### config.mk
export PLATFORM = sky130hd
export DESIGN_NAME = sscf_top
export DESIGN_NICKNAME = d
export VERILOG_FILES = /design/src/logic/sscf_pkg.sv /design/src/logic/sscf_evt_if.sv /design/src/logic/sscf_edge.sv /design/src/logic/sscf_flags.sv /design/src/logic/sscf_top.sv
export VERILOG_INCLUDE_DIRS = /design/src /design/src/logic
export SDC_FILE = /design/constraint.sdc
export NUM_CORES = 1
export LEC_CHECK = 0
export ABC_AREA = 1
export BUFFER_PORTS_ARGS = -buffer_cell sky130_fd_sc_hd__clkbuf_2
export CORE_UTILIZATION = 57
export DETAILED_ROUTE_END_ITERATION = 12
export GPL_ROUTABILITY_DRIVEN = 0
export GPL_TIMING_DRIVEN = 0
export PLACE_DENSITY = 0.85
export SKIP_LAST_GASP = 1
export SYNTH_ARGS = -nofsm -noshare
export SYNTH_HDL_FRONTEND = slang
export SYNTH_HIERARCHICAL = 1
export SYNTH_SLANG_ARGS = --single-unit
### constraint.sdc
create_clock -name clk -period 2.5 [get_ports clk]
set_input_delay 0.125 -clock clk [delete_from_list [all_inputs] [get_ports clk]]
set_output_delay 0.125 -clock clk [all_outputs]
set_load 0.05 [all_outputs]
### src/logic/sscf_regs.svh
/*
  register offsets, field positions, reset values for the socket
  status-change flag block. assumes nothing; definitions only.
*/
`ifndef SSCF_REGS_SVH
`define SSCF_REGS_SVH

// socket register window offsets
`define SSCF_OFF_FLAGS 12'h804
`define SSCF_OFF_CFG 12'h805
`define SSCF_OFF_GCTL 12'h81e

// legacy index space, low six bits; bit 6 picks the socket
`define SSCF_IDX_FLAGS 6'h04
`define SSCF_IDX_CFG 6'h05
`define SSCF_IDX_GCTL 6'h1e
`define SSCF_IDX_SOCK_BIT 6

// flag and enable bit positions
`define SSCF_BIT_CD 3
`define SSCF_BIT_READY 2
`define SSCF_BIT_BLOW 1
`define SSCF_BIT_BDEAD 0

// configuration fields
`define SSCF_CFG_EN_MSB 3
`define SSCF_CFG_ROUTE_LSB 4
`define SSCF_CFG_ROUTE_MSB 7
`define SSCF_ROUTE_NONE 4'h0

// global control: flag clear mode, 1 = write one to clear
`define SSCF_GCTL_W1C_BIT 2

// reset values
`define SSCF_RST_FLAGS 4'h0
`define SSCF_RST_CFG 8'h00
`define SSCF_RST_GCTL 1'b0
`define SSCF_RST_RDATA 8'h00

`endif

### src/logic/sscf_pkg.sv
/*
  types shared by the socket status-change flag block.
  assumes sscf_regs.svh supplies the numeric constants.
*/
package sscf_pkg;

  typedef enum logic [1:0] {
    SSCF_REG_NONE  = 2'b00,
    SSCF_REG_FLAGS = 2'b01,
    SSCF_REG_CFG   = 2'b10,
    SSCF_REG_GCTL  = 2'b11
  } sscf_reg_e;

  typedef struct packed {
    logic primed;
    logic det_first_n;
    logic det_second_n;
    logic ready;
    logic bvd1_n;
    logic bvd2_n;
  } sscf_edge_s;

  typedef struct packed {
    logic [3:0] flags;
  } sscf_flag_s;

  typedef struct packed {
    logic [1:0][7:0] cfg;
    logic [1:0] w1c;
    logic [7:0] rdata;
    logic rd_valid;
  } sscf_top_s;

endpackage

### src/logic/sscf_evt_if.sv
/*
  per-socket carrier between pin sampler, flag store and the top.
  assumes one instance per socket, all on one clock.
*/
`timescale 1ns/1ps
`default_nettype none

interface sscf_evt_if;
  logic [3:0] set_evt;
  logic ring_level;
  logic [3:0] enable;
  logic is_io;
  logic ring_en;
  logic [3:0] clr_mask;
  logic ctx_clear;
  logic [3:0] flags;

  modport src (output set_evt, output ring_level,
               input is_io, input ring_en, input ctx_clear);
  modport flg (input set_evt, input enable, input is_io,
               input clr_mask, input ctx_clear, output flags);
  modport ctl (input ring_level, input flags, output enable,
               output is_io, output ring_en, output clr_mask,
               output ctx_clear);
endinterface

`default_nettype wire

### src/logic/sscf_edge.sv
/*
  samples one socket's card pins and turns changes into one-cycle
  set events. assumes pins already synchronous to clk.
*/
`timescale 1ns/1ps
`default_nettype none

`include "sscf_regs.svh"

module sscf_edge
  import sscf_pkg::*;
(
  // clock and reset
  input wire logic clk,
  input wire logic rst,
  // card pins, active low where named so
  input wire logic card_detect_first_n,
  input wire logic card_detect_second_n,
  input wire logic card_ready,
  input wire logic bvd1_n,
  input wire logic bvd2_n,
  // events to the flag store
  sscf_evt_if.src ev
);

  sscf_edge_s st_r;
  sscf_edge_s st_nxt;

  always_comb begin
    st_nxt = '{primed: 1'b1, det_first_n: card_detect_first_n,
               det_second_n: card_detect_second_n, ready: card_ready,
               bvd1_n: bvd1_n, bvd2_n: bvd2_n};
    // re-prime after a context clear so no false change is seen
    if (rst || ev.ctx_clear) begin
      st_nxt.primed = 1'b0;
    end
  end

  always_ff @(posedge clk) begin
    st_r <= st_nxt;
  end

  always_comb begin
    ev.set_evt = 4'h0;
    ev.set_evt[`SSCF_BIT_CD] = st_r.primed &&
      ((st_r.det_first_n != card_detect_first_n) ||
       (st_r.det_second_n != card_detect_second_n));
    ev.set_evt[`SSCF_BIT_READY] = st_r.primed && !ev.is_io &&
      card_ready && !st_r.ready;
    ev.set_evt[`SSCF_BIT_BLOW] = st_r.primed && !ev.is_io &&
      !bvd2_n && st_r.bvd2_n;
    // same pin carries battery dead or status change; ring mode
    // reports the live level instead of latching
    ev.set_evt[`SSCF_BIT_BDEAD] = st_r.primed && !ev.ring_en &&
      !bvd1_n && st_r.bvd1_n;
  end

  assign ev.ring_level = !st_r.bvd1_n;

endmodule

`default_nettype wire

### src/logic/sscf_flags.sv
/*
  sticky status-change flags of one socket.
  assumes the top supplies enables, clear mask and context clear.
*/
`timescale 1ns/1ps
`default_nettype none

`include "sscf_regs.svh"

module sscf_flags
  import sscf_pkg::*;
(
  // clock and reset
  input wire logic clk,
  input wire logic rst,
  // control and result
  sscf_evt_if.flg ev
);

  sscf_flag_s st_r;
  sscf_flag_s st_nxt;

  always_comb begin
    st_nxt.flags = st_r.flags & ~ev.clr_mask;
    // set after clear: an event in the clearing cycle survives
    st_nxt.flags = st_nxt.flags | (ev.set_evt & ev.enable);
    st_nxt.flags = st_nxt.flags & ev.enable;
    if (ev.is_io) begin
      st_nxt.flags[`SSCF_BIT_READY] = 1'b0;
      st_nxt.flags[`SSCF_BIT_BLOW] = 1'b0;
    end
    if (rst || ev.ctx_clear) begin
      st_nxt.flags = `SSCF_RST_FLAGS;
    end
  end

  always_ff @(posedge clk) begin
    st_r <= st_nxt;
  end

  assign ev.flags = st_r.flags;

endmodule

`default_nettype wire

### src/logic/sscf_top.sv
/*
  status-change flag logic for a two-socket card controller:
  register decode, configuration, clear modes and request routing.
  assumes card pins and register strobes synchronous to clk, and
  card type and ring mode supplied by the control register outside.
*/
//
// Contract
// - a disabled source's flag always reads zero
// - an enabled source's active condition sets its flag until cleared
// - flags clear on read or on writing one to the bit
// - global control bit 2 at 81eh picks the clear method
// - flag register bits 7 to 4 read zero
// - bit 3 sets on any change of either card-detect input
// - memory card: bit 2 sets on ready low-to-high transition
// - io card: bit 2 always reads zero
// - memory card: bit 1 sets on battery-low warning
// - io card: bit 1 always reads zero
// - bit 0 sets on battery dead or status-change assertion
// - ring mode: bit 0 shows the ring-indicate input level
// - flags clear on global reset, or bus reset without power events
// - one flag register per socket at 804h, index 04h or 44h
// - one config register per socket at 805h, index 05h or 45h
// - config register routes the request and masks each source
// - config bits 3 to 0 enable the four sources, default zero
// - config bits 7 to 4 pick the request line, zero selects none
//
`timescale 1ns/1ps
`default_nettype none

`include "sscf_regs.svh"

module sscf_top
  import sscf_pkg::*;
(
  // clock and reset
  input wire logic clk,
  input wire logic rst,
  // system resets and power management
  input wire logic global_reset,
  input wire logic bus_reset,
  input wire logic power_mgmt_event_enable,
  // per-socket configuration held elsewhere, plus one pci route bit shared by both sockets
  input wire logic [1:0] card_is_io,
  input wire logic [1:0] ring_enable,
  input wire logic [1:0] status_route_pci,
  input wire logic diag_status_route_pci,
  // card pins per socket
  input wire logic [1:0] card_detect_first_n,
  input wire logic [1:0] card_detect_second_n,
  input wire logic [1:0] card_ready,
  input wire logic [1:0] bvd1_n,
  input wire logic [1:0] bvd2_n,
  // register port
  input wire logic reg_rd,
  input wire logic reg_wr,
  input wire logic reg_legacy,
  input wire logic reg_socket,
  input wire logic [11:0] reg_addr,
  input wire logic [7:0] reg_wdata,
  output logic [7:0] reg_rdata,
  output logic reg_rd_valid,
  // status-change requests per socket
  output logic [1:0] status_irq,
  output logic [1:0] status_irq_pci,
  output logic [1:0] status_irq_isa,
  output logic [1:0][3:0] status_irq_route_select
);

  ////////////////////////////////////////////////////////////////////
  // address decode

  // both address forms land on the same per-socket registers
  function automatic sscf_reg_e sscf_decode(
    input logic legacy,
    input logic socket,
    input logic [11:0] addr,
    input logic sock
  );
    sscf_reg_e r;
    r = SSCF_REG_NONE;
    if (legacy) begin
      if (addr[11:7] == 5'h00 && addr[`SSCF_IDX_SOCK_BIT] == sock) begin
        unique case (addr[5:0])
          `SSCF_IDX_FLAGS: r = SSCF_REG_FLAGS;
          `SSCF_IDX_CFG: r = SSCF_REG_CFG;
          `SSCF_IDX_GCTL: r = SSCF_REG_GCTL;
          default: r = SSCF_REG_NONE;
        endcase
      end
    end else if (socket == sock) begin
      unique case (addr)
        `SSCF_OFF_FLAGS: r = SSCF_REG_FLAGS;
        `SSCF_OFF_CFG: r = SSCF_REG_CFG;
        `SSCF_OFF_GCTL: r = SSCF_REG_GCTL;
        default: r = SSCF_REG_NONE;
      endcase
    end
    return r;
  endfunction

  // what software sees in the flag register
  function automatic logic [7:0] sscf_flag_view(
    input logic [3:0] flags,
    input logic [3:0] enable,
    input logic ring_en,
    input logic ring_level
  );
    logic [3:0] v;
    v = flags & enable;
    if (ring_en) begin
      v[`SSCF_BIT_BDEAD] = ring_level & enable[`SSCF_BIT_BDEAD];
    end
    return {4'h0, v};
  endfunction

  ////////////////////////////////////////////////////////////////////
  // per-socket flag logic

  logic ctx_clear;
  logic [1:0][3:0] flags_w;
  logic [1:0] ring_level_w;
  logic [1:0][3:0] clr_mask;
  sscf_top_s st_r;
  sscf_top_s st_nxt;

  // context bits survive bus reset while power events are armed
  assign ctx_clear = global_reset ||
    (bus_reset && !power_mgmt_event_enable);

  for (genvar s = 0; s < 2; s++) begin : g_sock
    sscf_evt_if ev ();

    assign ev.enable = st_r.cfg[s][`SSCF_CFG_EN_MSB:0];
    assign ev.is_io = card_is_io[s];
    assign ev.ring_en = ring_enable[s];
    assign ev.clr_mask = clr_mask[s];
    assign ev.ctx_clear = ctx_clear;
    assign flags_w[s] = ev.flags;
    assign ring_level_w[s] = ev.ring_level;

    sscf_edge u_edge (
      .clk(clk),
      .rst(rst),
      .card_detect_first_n(card_detect_first_n[s]),
      .card_detect_second_n(card_detect_second_n[s]),
      .card_ready(card_ready[s]),
      .bvd1_n(bvd1_n[s]),
      .bvd2_n(bvd2_n[s]),
      .ev(ev.src)
    );

    sscf_flags u_flags (
      .clk(clk),
      .rst(rst),
      .ev(ev.flg)
    );
  end

  ////////////////////////////////////////////////////////////////////
  // register file

  always_comb begin
    sscf_reg_e sel;
    logic [7:0] view;
    sel = SSCF_REG_NONE;
    view = 8'h00;
    st_nxt = st_r;
    st_nxt.rd_valid = reg_rd;
    clr_mask = '0;
    if (reg_rd) begin
      st_nxt.rdata = `SSCF_RST_RDATA;
    end
    for (int s = 0; s < 2; s++) begin
      sel = sscf_decode(reg_legacy, reg_socket, reg_addr, s[0]);
      view = sscf_flag_view(flags_w[s], st_r.cfg[s][`SSCF_CFG_EN_MSB:0],
                            ring_enable[s], ring_level_w[s]);
      if (reg_wr) begin
        unique case (sel)
          SSCF_REG_CFG: st_nxt.cfg[s] = reg_wdata;
          SSCF_REG_GCTL: st_nxt.w1c[s] = reg_wdata[`SSCF_GCTL_W1C_BIT];
          SSCF_REG_FLAGS: begin
            // writes only clear in write-one mode; otherwise ignored
            if (st_r.w1c[s]) begin
              clr_mask[s] = reg_wdata[3:0];
            end
          end
          SSCF_REG_NONE: ;
        endcase
      end
      if (reg_rd) begin
        unique case (sel)
          SSCF_REG_FLAGS: begin
            st_nxt.rdata = view;
            // read-clear: a flag set in this same cycle still survives
            if (!st_r.w1c[s]) begin
              clr_mask[s] = 4'hf;
            end
          end
          SSCF_REG_CFG: st_nxt.rdata = st_r.cfg[s];
          SSCF_REG_GCTL: begin
            st_nxt.rdata = 8'h00;
            st_nxt.rdata[`SSCF_GCTL_W1C_BIT] = st_r.w1c[s];
          end
          SSCF_REG_NONE: ;
        endcase
      end
    end
    // enables and routing are context bits like the flags
    if (ctx_clear) begin
      st_nxt.cfg = {2{`SSCF_RST_CFG}};
    end
    if (global_reset) begin
      st_nxt.w1c = {2{`SSCF_RST_GCTL}};
    end
    if (rst) begin
      st_nxt.cfg = {2{`SSCF_RST_CFG}};
      st_nxt.w1c = {2{`SSCF_RST_GCTL}};
      st_nxt.rdata = `SSCF_RST_RDATA;
      st_nxt.rd_valid = 1'b0;
    end
  end

  always_ff @(posedge clk) begin
    st_r <= st_nxt;
  end

  assign reg_rdata = st_r.rdata;
  assign reg_rd_valid = st_r.rd_valid;

  ////////////////////////////////////////////////////////////////////
  // request routing

  // request follows flag flops, so it drops the cycle after the clear
  always_comb begin
    for (int s = 0; s < 2; s++) begin
      status_irq[s] =
        |(flags_w[s] & st_r.cfg[s][`SSCF_CFG_EN_MSB:0]);
      status_irq_route_select[s] =
        st_r.cfg[s][`SSCF_CFG_ROUTE_MSB:`SSCF_CFG_ROUTE_LSB];
      status_irq_isa[s] = status_irq[s] &&
        (status_irq_route_select[s] != `SSCF_ROUTE_NONE);
      status_irq_pci[s] = status_irq[s] &&
        (status_irq_route_select[s] == `SSCF_ROUTE_NONE) &&
        (diag_status_route_pci || status_route_pci[s]);
    end
  end

endmodule

`default_nettype wire
==> run metrics, run 1 <==
status completed; post-route design area 0.00325 mm^2; worst path required time 2.38 ns; Cells after Synth 400; Avg WL per Cell 12.2 um; synth cell count leaders 71 x nand2_1, 68 x nor2_1, 57 x inv_1; clock network power share 34.0%; Ant. Diodes 0; Final setup viols 0; async set-reset flop share out of synthesis 0%; largest net degree at the start of global routing 15; CP startpoint kind register; top-count cell post-synth nand2_1; vias in the first global route 2466; min Tclk post-route 1.66 ns; FF+latch count, synth 47; # DRC 0; CTS H-tree lvls 2; Die H 70.3 um; leading area contributor after synthesis dfxtp_1; layout overhead on the synthesized area 22.4%; fin crit share 66.5%; sw power 381 uW; pre-CTS setup slack 0.640 ns; DR pass1 iterations 5; Slew headroom 37.3%; first-pass GRT wire length 10900 um; input/output buffers 67; peak fanout along the critical path 4; average cell area after synthesis 6.65 um^2; TNS Setup 0 ns; Starting Density 60.2%; ANT nets after route 0; dpl cell area 0.00306 mm^2; Synth Warn # 6; Peak VDD IR 0.000477 V; Gate power share 12.6%; Crit path max-delay family simple AND/OR/NAND/NOR gates; Clock Sinks 47; Post-synth EDFFs 0; Seq/Total Area, Yosys 35.4%; DRT Wirelength 6570 um; skew final 0.00366 ns; Worst-path clk slew 0.09 ns; CP bufs+invs 1; Fin. Hold Viols 0; via count 2832; Leakage Power 1.65 nW; clock buffer depth 2; Die W 70.3 um; Sequential Power Share 53.3%; setup repair bufs after CTS 0; clock root buffer clkbuf_8; slowest cell delay on critical path 0.36 ns; Max Cap Viol 0; dpl cells 519; via/cell ratio 5.27; top_reg_cell synth dfxtp_1; clock latency reported for the late side of the worst-skew pair 0.30 ns; initial drt markers 285; Net Count, Synth 446; share of layout cells above drive strength 1 24.9%; Rows 24; final core occ 73.7%; Nets 530; All-Layer GR Usage 27.4%; Slew @ Worst Pin 0.930 ns; DIE AREA 0.00494 mm^2; filler cell count 363; Non-Filler Instances 537; hold_ws 0.0721 ns; slack of the critical path 0.838 ns; CTS Buf Count 5; dpl hpwl 4820 um; crit end category output pin; CP cell instances nor4_1 -> o21ai_0 -> nor2_1 -> clkbuf_2; core box area 0.00441 mm^2; mapped cell area 0.00266 mm^2; max-slew violations 0; Distinct cells, synth 27; Hold Crit Class input pin to register; PD cells 444 mW/mm^2; Tot Pwr 1.44 mW; CP max stage cell dfxtp_1; Synth top area share 35.4%; initial antenna violation count 0; CTS tree done; internal power 1.06 mW; IO Count 69; critical path type register to output pin; RSZ-0062 raised after global routing false; Synth area leaders dfxtp_1 35%, nand2_1 10%, nor2_1 9.6%; Data arrival, critical path 1.54 ns; switch share 26.4%; Max Freq 0.602 GHz; grt total ovfl 0
layout make-up:
cell class                      count  area (um^2)  area share (%)
Inverter                           63          243            7.46
Tap cell                           52         65.1            2.00
Buffer                             25          175            5.38
Multi-Input combinational cell    265         1300            39.9
Clock buffer                        7         86.3            2.65
Clock inverter                      1         8.76           0.269
Sequential cell                    47          941            28.9
Timing Repair Buffer               77          435            13.4
worst min-delay path: cells and delay by family:
family                 cells  cell delay [ns]
AND/OR/NAND/NOR            2             0.12
buffers and inverters      1             0.09
layout by cell type (no fill, tap or decap), drive strengths merged:
cell type	count
nand3	15
dlygate4sd3	10
clkinv	2
inv	62
or2	2
nor4	2
clkbuf	78
nand4	22
nor2	77
o21ai	28
dfxtp	47
buf	21
a21oi	25
nand2	79
nor3	15
power by group through the flow:
stage / Combinational, mW / Sequential [mW] / Clock [mW]
finish: 0.182 / 0.770 / 0.492
global route: 0.201 / 0.772 / 0.530
CTS: 0.181 / 0.770 / 0.496
detailed placement: 0.168 / 0.788 / 0
global placement: 0.164 / 0.787 / 0
floorplan: 0.0959 / 0.789 / 0
routing by layer:
layer	vias up	track usage (%)	routed length, um	share of wire [%]
li1	1429	-	-	-
met1	1267	36.6	2860	44
met2	127	44.8	3130	48
met3	9	5.48	491	7.5
met4	0	7.56	85	1.3
met5	-	0	0	0
state kept, by name (all words and copies together), names as in the netlist:
name,count
g_sock.u_flags/ev.flags,8
g_sock.ev.enable,8
reg_rdata,8
g_sock.u_edge/st_r,12
reg_rd_valid,1
status_irq_route_select,8
st_r,2
repair_timing:
| action | in CTS | in global routing |
|---|---|---|
| hold buffers | 10 | 0 |
| endpoints found under the setup margin | 0 | 0 |
| hold endpoints to repair | 10 | 0 |
| gates resized for setup | 0 | 0 |
cells by family after synthesis:
group,count (synthesis),share of synthesized area (%)
simple gates,212,38.9
buf+inv,88,15.7
flops,47,35.4
compound gates,53,9.98
path summary, 6_finish.rpt:
path | start | endpoint | slack [ns] | cells past startpoint
hold / removal | reg_wdata[5] | status_irq_route_select[5] | 0.07 | 3
hold reg to reg | st_r[10] | st_r[10] | 0.50 | 2
setup / recovery | status_irq_route_select[4] | status_irq_pci[1] | 0.84 | 4
setup reg to reg | st_r[9] | g_sock[0].u_flags/ev.flags[0] | 1.24 | 7
(Power assumes the default switching activity.)
==> run 2, diff against run 1 <==
--- a/config.mk
+++ b/config.mk
@@ -8,11 +8,11 @@
 export LEC_CHECK = 0
 export ABC_AREA = 1
 export BUFFER_PORTS_ARGS = -buffer_cell sky130_fd_sc_hd__clkbuf_2
-export CORE_UTILIZATION = 57
+export CORE_UTILIZATION = 48
 export DETAILED_ROUTE_END_ITERATION = 12
 export GPL_ROUTABILITY_DRIVEN = 0
 export GPL_TIMING_DRIVEN = 0
-export PLACE_DENSITY = 0.85
+export PLACE_DENSITY = 0.76
 export SKIP_LAST_GASP = 1
 export SYNTH_ARGS = -nofsm -noshare
 export SYNTH_HDL_FRONTEND = slang
==> constraint.sdc (replaced) <==
create_clock -name clk -period 1.45 [get_ports clk]
set_input_delay 0.0725 -clock clk [delete_from_list [all_inputs] [get_ports clk]]
set_output_delay 0.0725 -clock clk [all_outputs]
set_load 0.05 [all_outputs]
==> run metrics, run 2 (same netlist as run 1, synthesis figures left out) <==
fin crit share 104%; Non-Filler Instances 559 (+4.1%); Data arrival, critical path 1.43 ns (-0.11 ns); Hold Path End status_irq_route_select[6]; status complete, but fails checks; hold depth 3 (unchanged); Avg WL per Cell 12.2 um (about the same); share of layout cells above drive strength 1 30.3% (+5.3 points); worst r2r src st_r[9]; Hold Crit Class input pin to register; vias in the first global route 2532 (+2.7%); slack of the critical path -0.0560 ns (-0.894 ns); via/cell ratio 4.97 (-5.8%); TNS Setup -0.0560 ns (-0.0560 ns); R2R cell count 7 (unchanged); dpl cell area 0.00309 mm^2 (+1.1%); grt total ovfl 0 (unchanged); first-pass GRT wire length 11600 um (+6.6%); IO Count 69 (unchanged); Max Freq 0.664 GHz; Slew headroom 58.1% (+21 points); failing checks negative setup slack; All-Layer GR Usage 24.6% (-2.8 points); CP bufs+invs 1 (unchanged); CP cell instances nor4_4 -> o21ai_2 -> nor2_2 -> clkbuf_8; RSZ-0062 raised after global routing true; Hold Crit Start reg_wdata[6]; via count 2778 (-1.9%); post-route design area 0.00345 mm^2 (+6.0%); core box area 0.00520 mm^2 (+18%); initial drt markers 184 (-35%); Clock Sinks 47 (unchanged); Rows 26 (+8.3%); Leakage Power 1.72 nW (+4.1%); Peak VDD IR 0.000510 V (+6.8%); clock buffer depth 2 (unchanged); Ant. Diodes 0 (unchanged); max-slew violations 0 (unchanged); Max Cap Viol 0 (unchanged); CP max stage cell dfxtp_4; most frequent cells in the layout 70 x nand2_1, 63 x nor2_1, 62 x clkbuf_2; dpl cells 537 (+3.5%); largest net degree at the start of global routing 16 (+1); critical path type register to output pin; clock root buffer clkbuf_8; skew final 0.00542 ns (+0.00176 ns); peak fanout along the critical path 3 (-1); filler cell count 446 (+23%); layout overhead on the synthesized area 29.8%; max reg flops 12 (unchanged); Worst R2R End g_sock[0].u_flags/ev.flags[1]; CTS Buf Count 5 (unchanged); Largest Register g_sock.u_edge/st_r; DR pass1 iterations 4 (-1); CTS tree done; DRT Wirelength 6840 um (+4.1%); DIE AREA 0.00584 mm^2 (+18%); Fin. Hold Viols 0 (unchanged); Worst-path clk slew 0.09 ns (about the same); slowest cell delay on critical path 0.37 ns (about the same); pre-CTS setup slack -0.344 ns (-0.983 ns); dpl hpwl 4940 um (+2.4%); Nets 534 (+0.75%); worst path required time 1.38 ns (-1.00 ns); Final setup viols 1 (+1); Starting Density 51.1% (-9.2 points); clock latency reported for the late side of the worst-skew pair 0.30 ns (about the same); Worst R2R Setup Slack 0.22 ns (-1.02 ns); min Tclk post-route 1.51 ns; crit end category output pin; initial antenna violation count 0 (unchanged); Die H 76.4 um (+8.7%); CP startpoint kind register; CTS H-tree lvls 2 (unchanged); Die W 76.4 um (+8.7%); Crit path max-delay family simple AND/OR/NAND/NOR gates; PD cells 772 mW/mm^2 (+74%); # DRC 0 (unchanged); Slew @ Worst Pin 0.625 ns (-0.306 ns); input/output buffers 67 (unchanged); ANT nets after route 0 (unchanged); commonest non-fill, non-tap cell in the layout nand2_1
==> run 2: changes by cell type in the layout (fill, tap and decap cells not counted), sizes merged <==
cell	delta
buf	+8
clkinv	-1
clkbuf	-5
bufinv	+1
inv	+1
==> run 2: layout make-up <==
class / count / area [um^2] / share of cell area, %
Multi-Input combinational cell: 265 / 1360 / 39.3
Sequential cell: 47 / 960 / 27.8
Timing Repair Buffer: 81 / 507 / 14.7
Inverter: 63 / 243 / 7.03
Buffer: 25 / 175 / 5.08
Tap cell: 70 / 87.6 / 2.54
Clock buffer: 6 / 82.6 / 2.39
Clock inverter: 2 / 38.8 / 1.12
==> run 2: metrics by stage <==
| stage | power [mW] | utilization (%) | hold slack (ns) |
|---|---|---|---|
| floorplan | 1.53 | - | 0.100 |
| global placement | 1.64 | 59.4 | 0.190 |
| detailed placement | 1.65 | 59.4 | 0.192 |
| CTS | 2.68 | 65.1 | 0.0160 |
| global route | 2.77 | 66.3 | 0.0274 |
| finish | 2.67 | 66.3 | 0.0207 |
==> run 2: worst max-delay path by stage <==
stage / startpoint / to / slack [ns] / depth (start not counted)
5_1_grt: status_irq_route_select[2] / status_irq_pci[0] / -0.13 / 4
3_5_place_dp: bus_reset / g_sock[0].ev.enable[0] / -0.34 / 7
4_1_cts: status_irq_route_select[7] / status_irq_pci[1] / 0.004 / 4
6_report: status_irq_route_select[2] / status_irq_pci[0] / -0.06 / 4
2_1_floorplan: g_sock[1].ev.enable[2] / status_irq_isa[1] / -0.09 / 4
3_3_place_gp: bus_reset / status_irq_route_select[0] / -0.34 / 7
==> run 2: routing by layer <==
| layer | track usage [%] | up-vias | routed length (um) |
|---|---|---|---|
| li1 | - | 1434 | - |
| met1 | 31.7 | 1247 | 3150 |
| met2 | 40.9 | 91 | 3210 |
| met3 | 3.71 | 6 | 396 |
| met4 | 10.2 | 0 | 87 |
| met5 | 0 | - | 0 |
==> run 2: power by group <==
part / total [mW] / internal, mW / switching (mW)
Clock: 1.02 / 0.567 / 0.456
Sequential: 1.32 / 1.31 / 0.0111
Combinational: 0.320 / 0.127 / 0.193
Total: 2.67 / 2.01 / 0.660
==> run 2: timing repair <==
item / in CTS / in global routing
hold endpoints to repair: 10 / 0
setup buffers: 3 / 1
cloned: 0 / 0
endpoints found under the setup margin: 10 / 6
hold buffers: 10 / 0
gates resized for setup: 15 / 26
pin swaps: 3 / 4
==> run 2: worst register-to-register path, stage by stage, from the launching register on <==
cell,delay (ns)
dfxtp_1,0.34
inv_1,0.07
nor3_2,0.26
nand2_1,0.09
a21oi_1,0.14
inv_1,0.06
a21oi_1,0.12
nor2_1,0.06
==> run 3, diff against run 2 <==
--- a/config.mk
+++ b/config.mk
@@ -8,7 +8,7 @@
 export LEC_CHECK = 0
 export ABC_AREA = 1
 export BUFFER_PORTS_ARGS = -buffer_cell sky130_fd_sc_hd__clkbuf_2
-export CORE_UTILIZATION = 48
+export CORE_UTILIZATION = 47
 export DETAILED_ROUTE_END_ITERATION = 12
 export GPL_ROUTABILITY_DRIVEN = 0
 export GPL_TIMING_DRIVEN = 0
@@ -16,5 +16,4 @@
 export SKIP_LAST_GASP = 1
 export SYNTH_ARGS = -nofsm -noshare
 export SYNTH_HDL_FRONTEND = slang
-export SYNTH_HIERARCHICAL = 1
 export SYNTH_SLANG_ARGS = --single-unit
==> run metrics, run 3 <==
via/cell ratio 4.99 (+0.42%); peak fanout along the critical path 3 (unchanged); Distinct cells, synth 28 (+3.7%); Slew headroom 53.4% (-4.7 points); Fin. Hold Viols 0 (unchanged); failing checks negative setup slack; fin crit share 102% (-1.6 points); PD cells 799 mW/mm^2 (+3.4%); All-Layer GR Usage 25.5% (+0.85 points); Synth top area share 37.0% (+1.6 points); grt total ovfl 0 (unchanged); Post-synth EDFFs 0 (unchanged); initial antenna violation count 0 (unchanged); Ant. Diodes 0 (unchanged); CP startpoint kind register; Post-Synth Simple-Gate Area 32.7% (-6.2 points); Clock Sinks 46 (-2.1%); Peak VDD IR 0.000676 V (+33%); internal power 2.13 mW (+6.0%); RSZ-0062 raised after global routing true; DIE AREA 0.00559 mm^2 (-4.3%); CTS H-tree lvls 2 (unchanged); hold_ws 0.0206 ns (-0.0000696 ns); Synth area leaders dfxtp_1 37%, nand2_1 10%, nor2_1 8.0%; CTS Buf Count 5 (unchanged); Synth Warn # 0 (-6); Cells after Synth 358 (-11%); Die W 74.8 um (-2.2%); DRT Wirelength 6610 um (-3.4%); clock network power share 42.9% (+4.5 points); Slew @ Worst Pin 0.700 ns (+0.0746 ns); via count 2635 (-5.1%); Data arrival, critical path 1.41 ns (-0.02 ns); clock latency reported for the late side of the worst-skew pair 0.31 ns (about the same); async set-reset flop share out of synthesis 0% (unchanged); Synth Area in Adders 0% (unchanged); switch share 22.1% (-2.7 points); min Tclk post-route 1.48 ns (-0.0236 ns); initial drt markers 163 (-11%); max reg flops 11 (-1); status complete, but fails checks; Avg WL per Cell 12.5 um (+2.3%); leading area contributor after synthesis dfxtp_1; Max Cap Viol 0 (unchanged); share of layout cells above drive strength 1 34.9% (+4.7 points); clock buffer depth 2 (unchanged); main combinational cell family by area after synthesis simple AND/OR/NAND/NOR gates; Sequential Power Share 47.4% (-2.2 points); Net Count, Synth 404 (-9.4%); Synth Area in Compound Gates 14.3% (+4.3 points); Nets 503 (-5.8%); first-pass GRT wire length 10600 um (-8.1%); Die H 74.8 um (-2.2%); crit end category output pin; dpl hpwl 4820 um (-2.3%); Rows 26 (unchanged); input/output buffers 67 (unchanged); Starting Density 48.7% (-2.4 points); # DRC 0 (unchanged); most frequent cells in the layout 63 x nand2_1, 61 x clkbuf_2, 50 x nor2_1; synth cell count leaders 66 x nand2_1, 53 x nor2_1, 49 x inv_1; critical path type register to output pin; slack of the critical path -0.0325 ns (+0.0236 ns); top_reg_cell synth dfxtp_1; ANT nets after route 0 (unchanged); XOR/XNOR share of the synthesized area 1.41% (+1.4 points); Max Freq 0.675 GHz (+1.6%); clock root buffer clkbuf_8; DR pass1 iterations 4 (unchanged); average cell area after synthesis 6.95 um^2 (+4.5%); mapped cell area 0.00249 mm^2 (-6.4%); Final setup viols 3 (+2); Leakage Power 1.61 nW (-6.4%); mux cell area share after synthesis 0% (unchanged); CTS tree done; FF+latch count, synth 46 (-2.1%); IO Count 69 (unchanged); largest net degree at the start of global routing 15 (-1); layout overhead on the synthesized area 37.2%; worst path required time 1.38 ns (about the same); Worst-path clk slew 0.09 ns (about the same); core box area 0.00511 mm^2 (-1.9%); Hold Crit Class input pin to register; commonest non-fill, non-tap cell in the layout nand2_1; top-count cell post-synth nand2_1; max-slew violations 0 (unchanged); TNS Setup -0.0566 ns (-0.000559 ns); Gate power share 9.7% (-2.3 points); skew final 0.00725 ns (+0.00183 ns); vias in the first global route 2491 (-1.6%); Seq/Total Area, Yosys 37.0% (+1.6 points); sw power 601 uW (-8.9%); Largest Register g_sock.u_edge.st_r
==> run 3: cell count changes after synthesis, moves of 5 or more <==
cell,delta
nand4_1,-16
nor2_1,-15
nand3_1,+12
a211oi_2,+9
inv_1,-8
o21ai_1,-8
nand2_1,-5
nand2_4,-5
==> run 3: kinds of logic after synthesis <==
| family | Yosys count |
|---|---|
| buffers and inverters | 74 |
| AOI/OAI and AO/OA | 54 |
| xor gates and xnor gates | 4 |
| and+or+nand+nor | 180 |
| DFF | 46 |
==> run 3: power groups by stage <==
stage / logic [mW] / registers, mW / clock network [mW]
3_3_place_gp: 0.233 / 1.32 / 0
4_1_cts: 0.260 / 1.29 / 1.18
2_1_floorplan: 0.116 / 1.33 / 0
5_1_grt: 0.288 / 1.30 / 1.24
6_report: 0.264 / 1.29 / 1.17
3_5_place_dp: 0.236 / 1.32 / 0
==> run 3: repair_timing <==
item                                    CTS  global route
gates cloned                              0             0
endpoints found under the hold margin    11             0
hold buffers                             11             0
buffers inserted                          8             6
pin swaps                                 4             4
endpoints found under the setup margin    6             9
gates resized for setup                  39             6
==> run 3: routing by layer <==
layer  wire [um]  track usage (%)  vias up
met5           0                0        -
met4         133             11.1        0
met3         449             4.42       14
met2        3260             44.9       95
met1        2770             30.3     1190
li1            -                -     1336
==> run 3: through the flow <==
step           instances  power (mW)  area [um^2]  setup slack, ns  utilization, %
2_1_floorplan        358        1.44         2490            0.147               -
6_report             528        2.73         3410          -0.0325            66.8
3_5_place_dp         495        1.56         2920           -0.206            57.1
3_3_place_gp         495        1.56         2920           -0.168            57.1
4_1_cts              522        2.74         3360          -0.0111            65.8
5_1_grt              528        2.82         3410          -0.0779            66.8
==> run 3: worst paths after layout <==
check                                               from                             to  slack (ns)  depth (start not counted)
worst max-delay path              g_sock[0].ev.enable[2]              status_irq_pci[0]       -0.03                          6
worst min-delay path                                 rst                   reg_rdata[7]        0.02                          2
worst max register to register    g_sock[0].ev.enable[0]                   reg_rdata[0]        0.33                          7
worst min register to register  g_sock[0].u_edge.st_r[0]  g_sock[0].u_flags.ev.flags[1]        0.46                          2
==> run 3: area by class of cell <==
cell class	instances	area, um^2
Buffer	24	175
Clock buffer	6	82.6
Clock inverter	2	60.1
Fill cell	447	1690
Inverter	50	188
Multi-Input combinational cell	238	1280
Sequential cell	46	933
Tap cell	70	87.6
Timing Repair Buffer	92	608
==> run 3: critical path: stages, from the launching register on <==
cell and delay [ns]:
dfxtp_2 0.34, nand2_1 0.07, inv_2 0.05, nor4_4 0.27
buf_4 0.18, nor2_2 0.05, buf_8 0.15
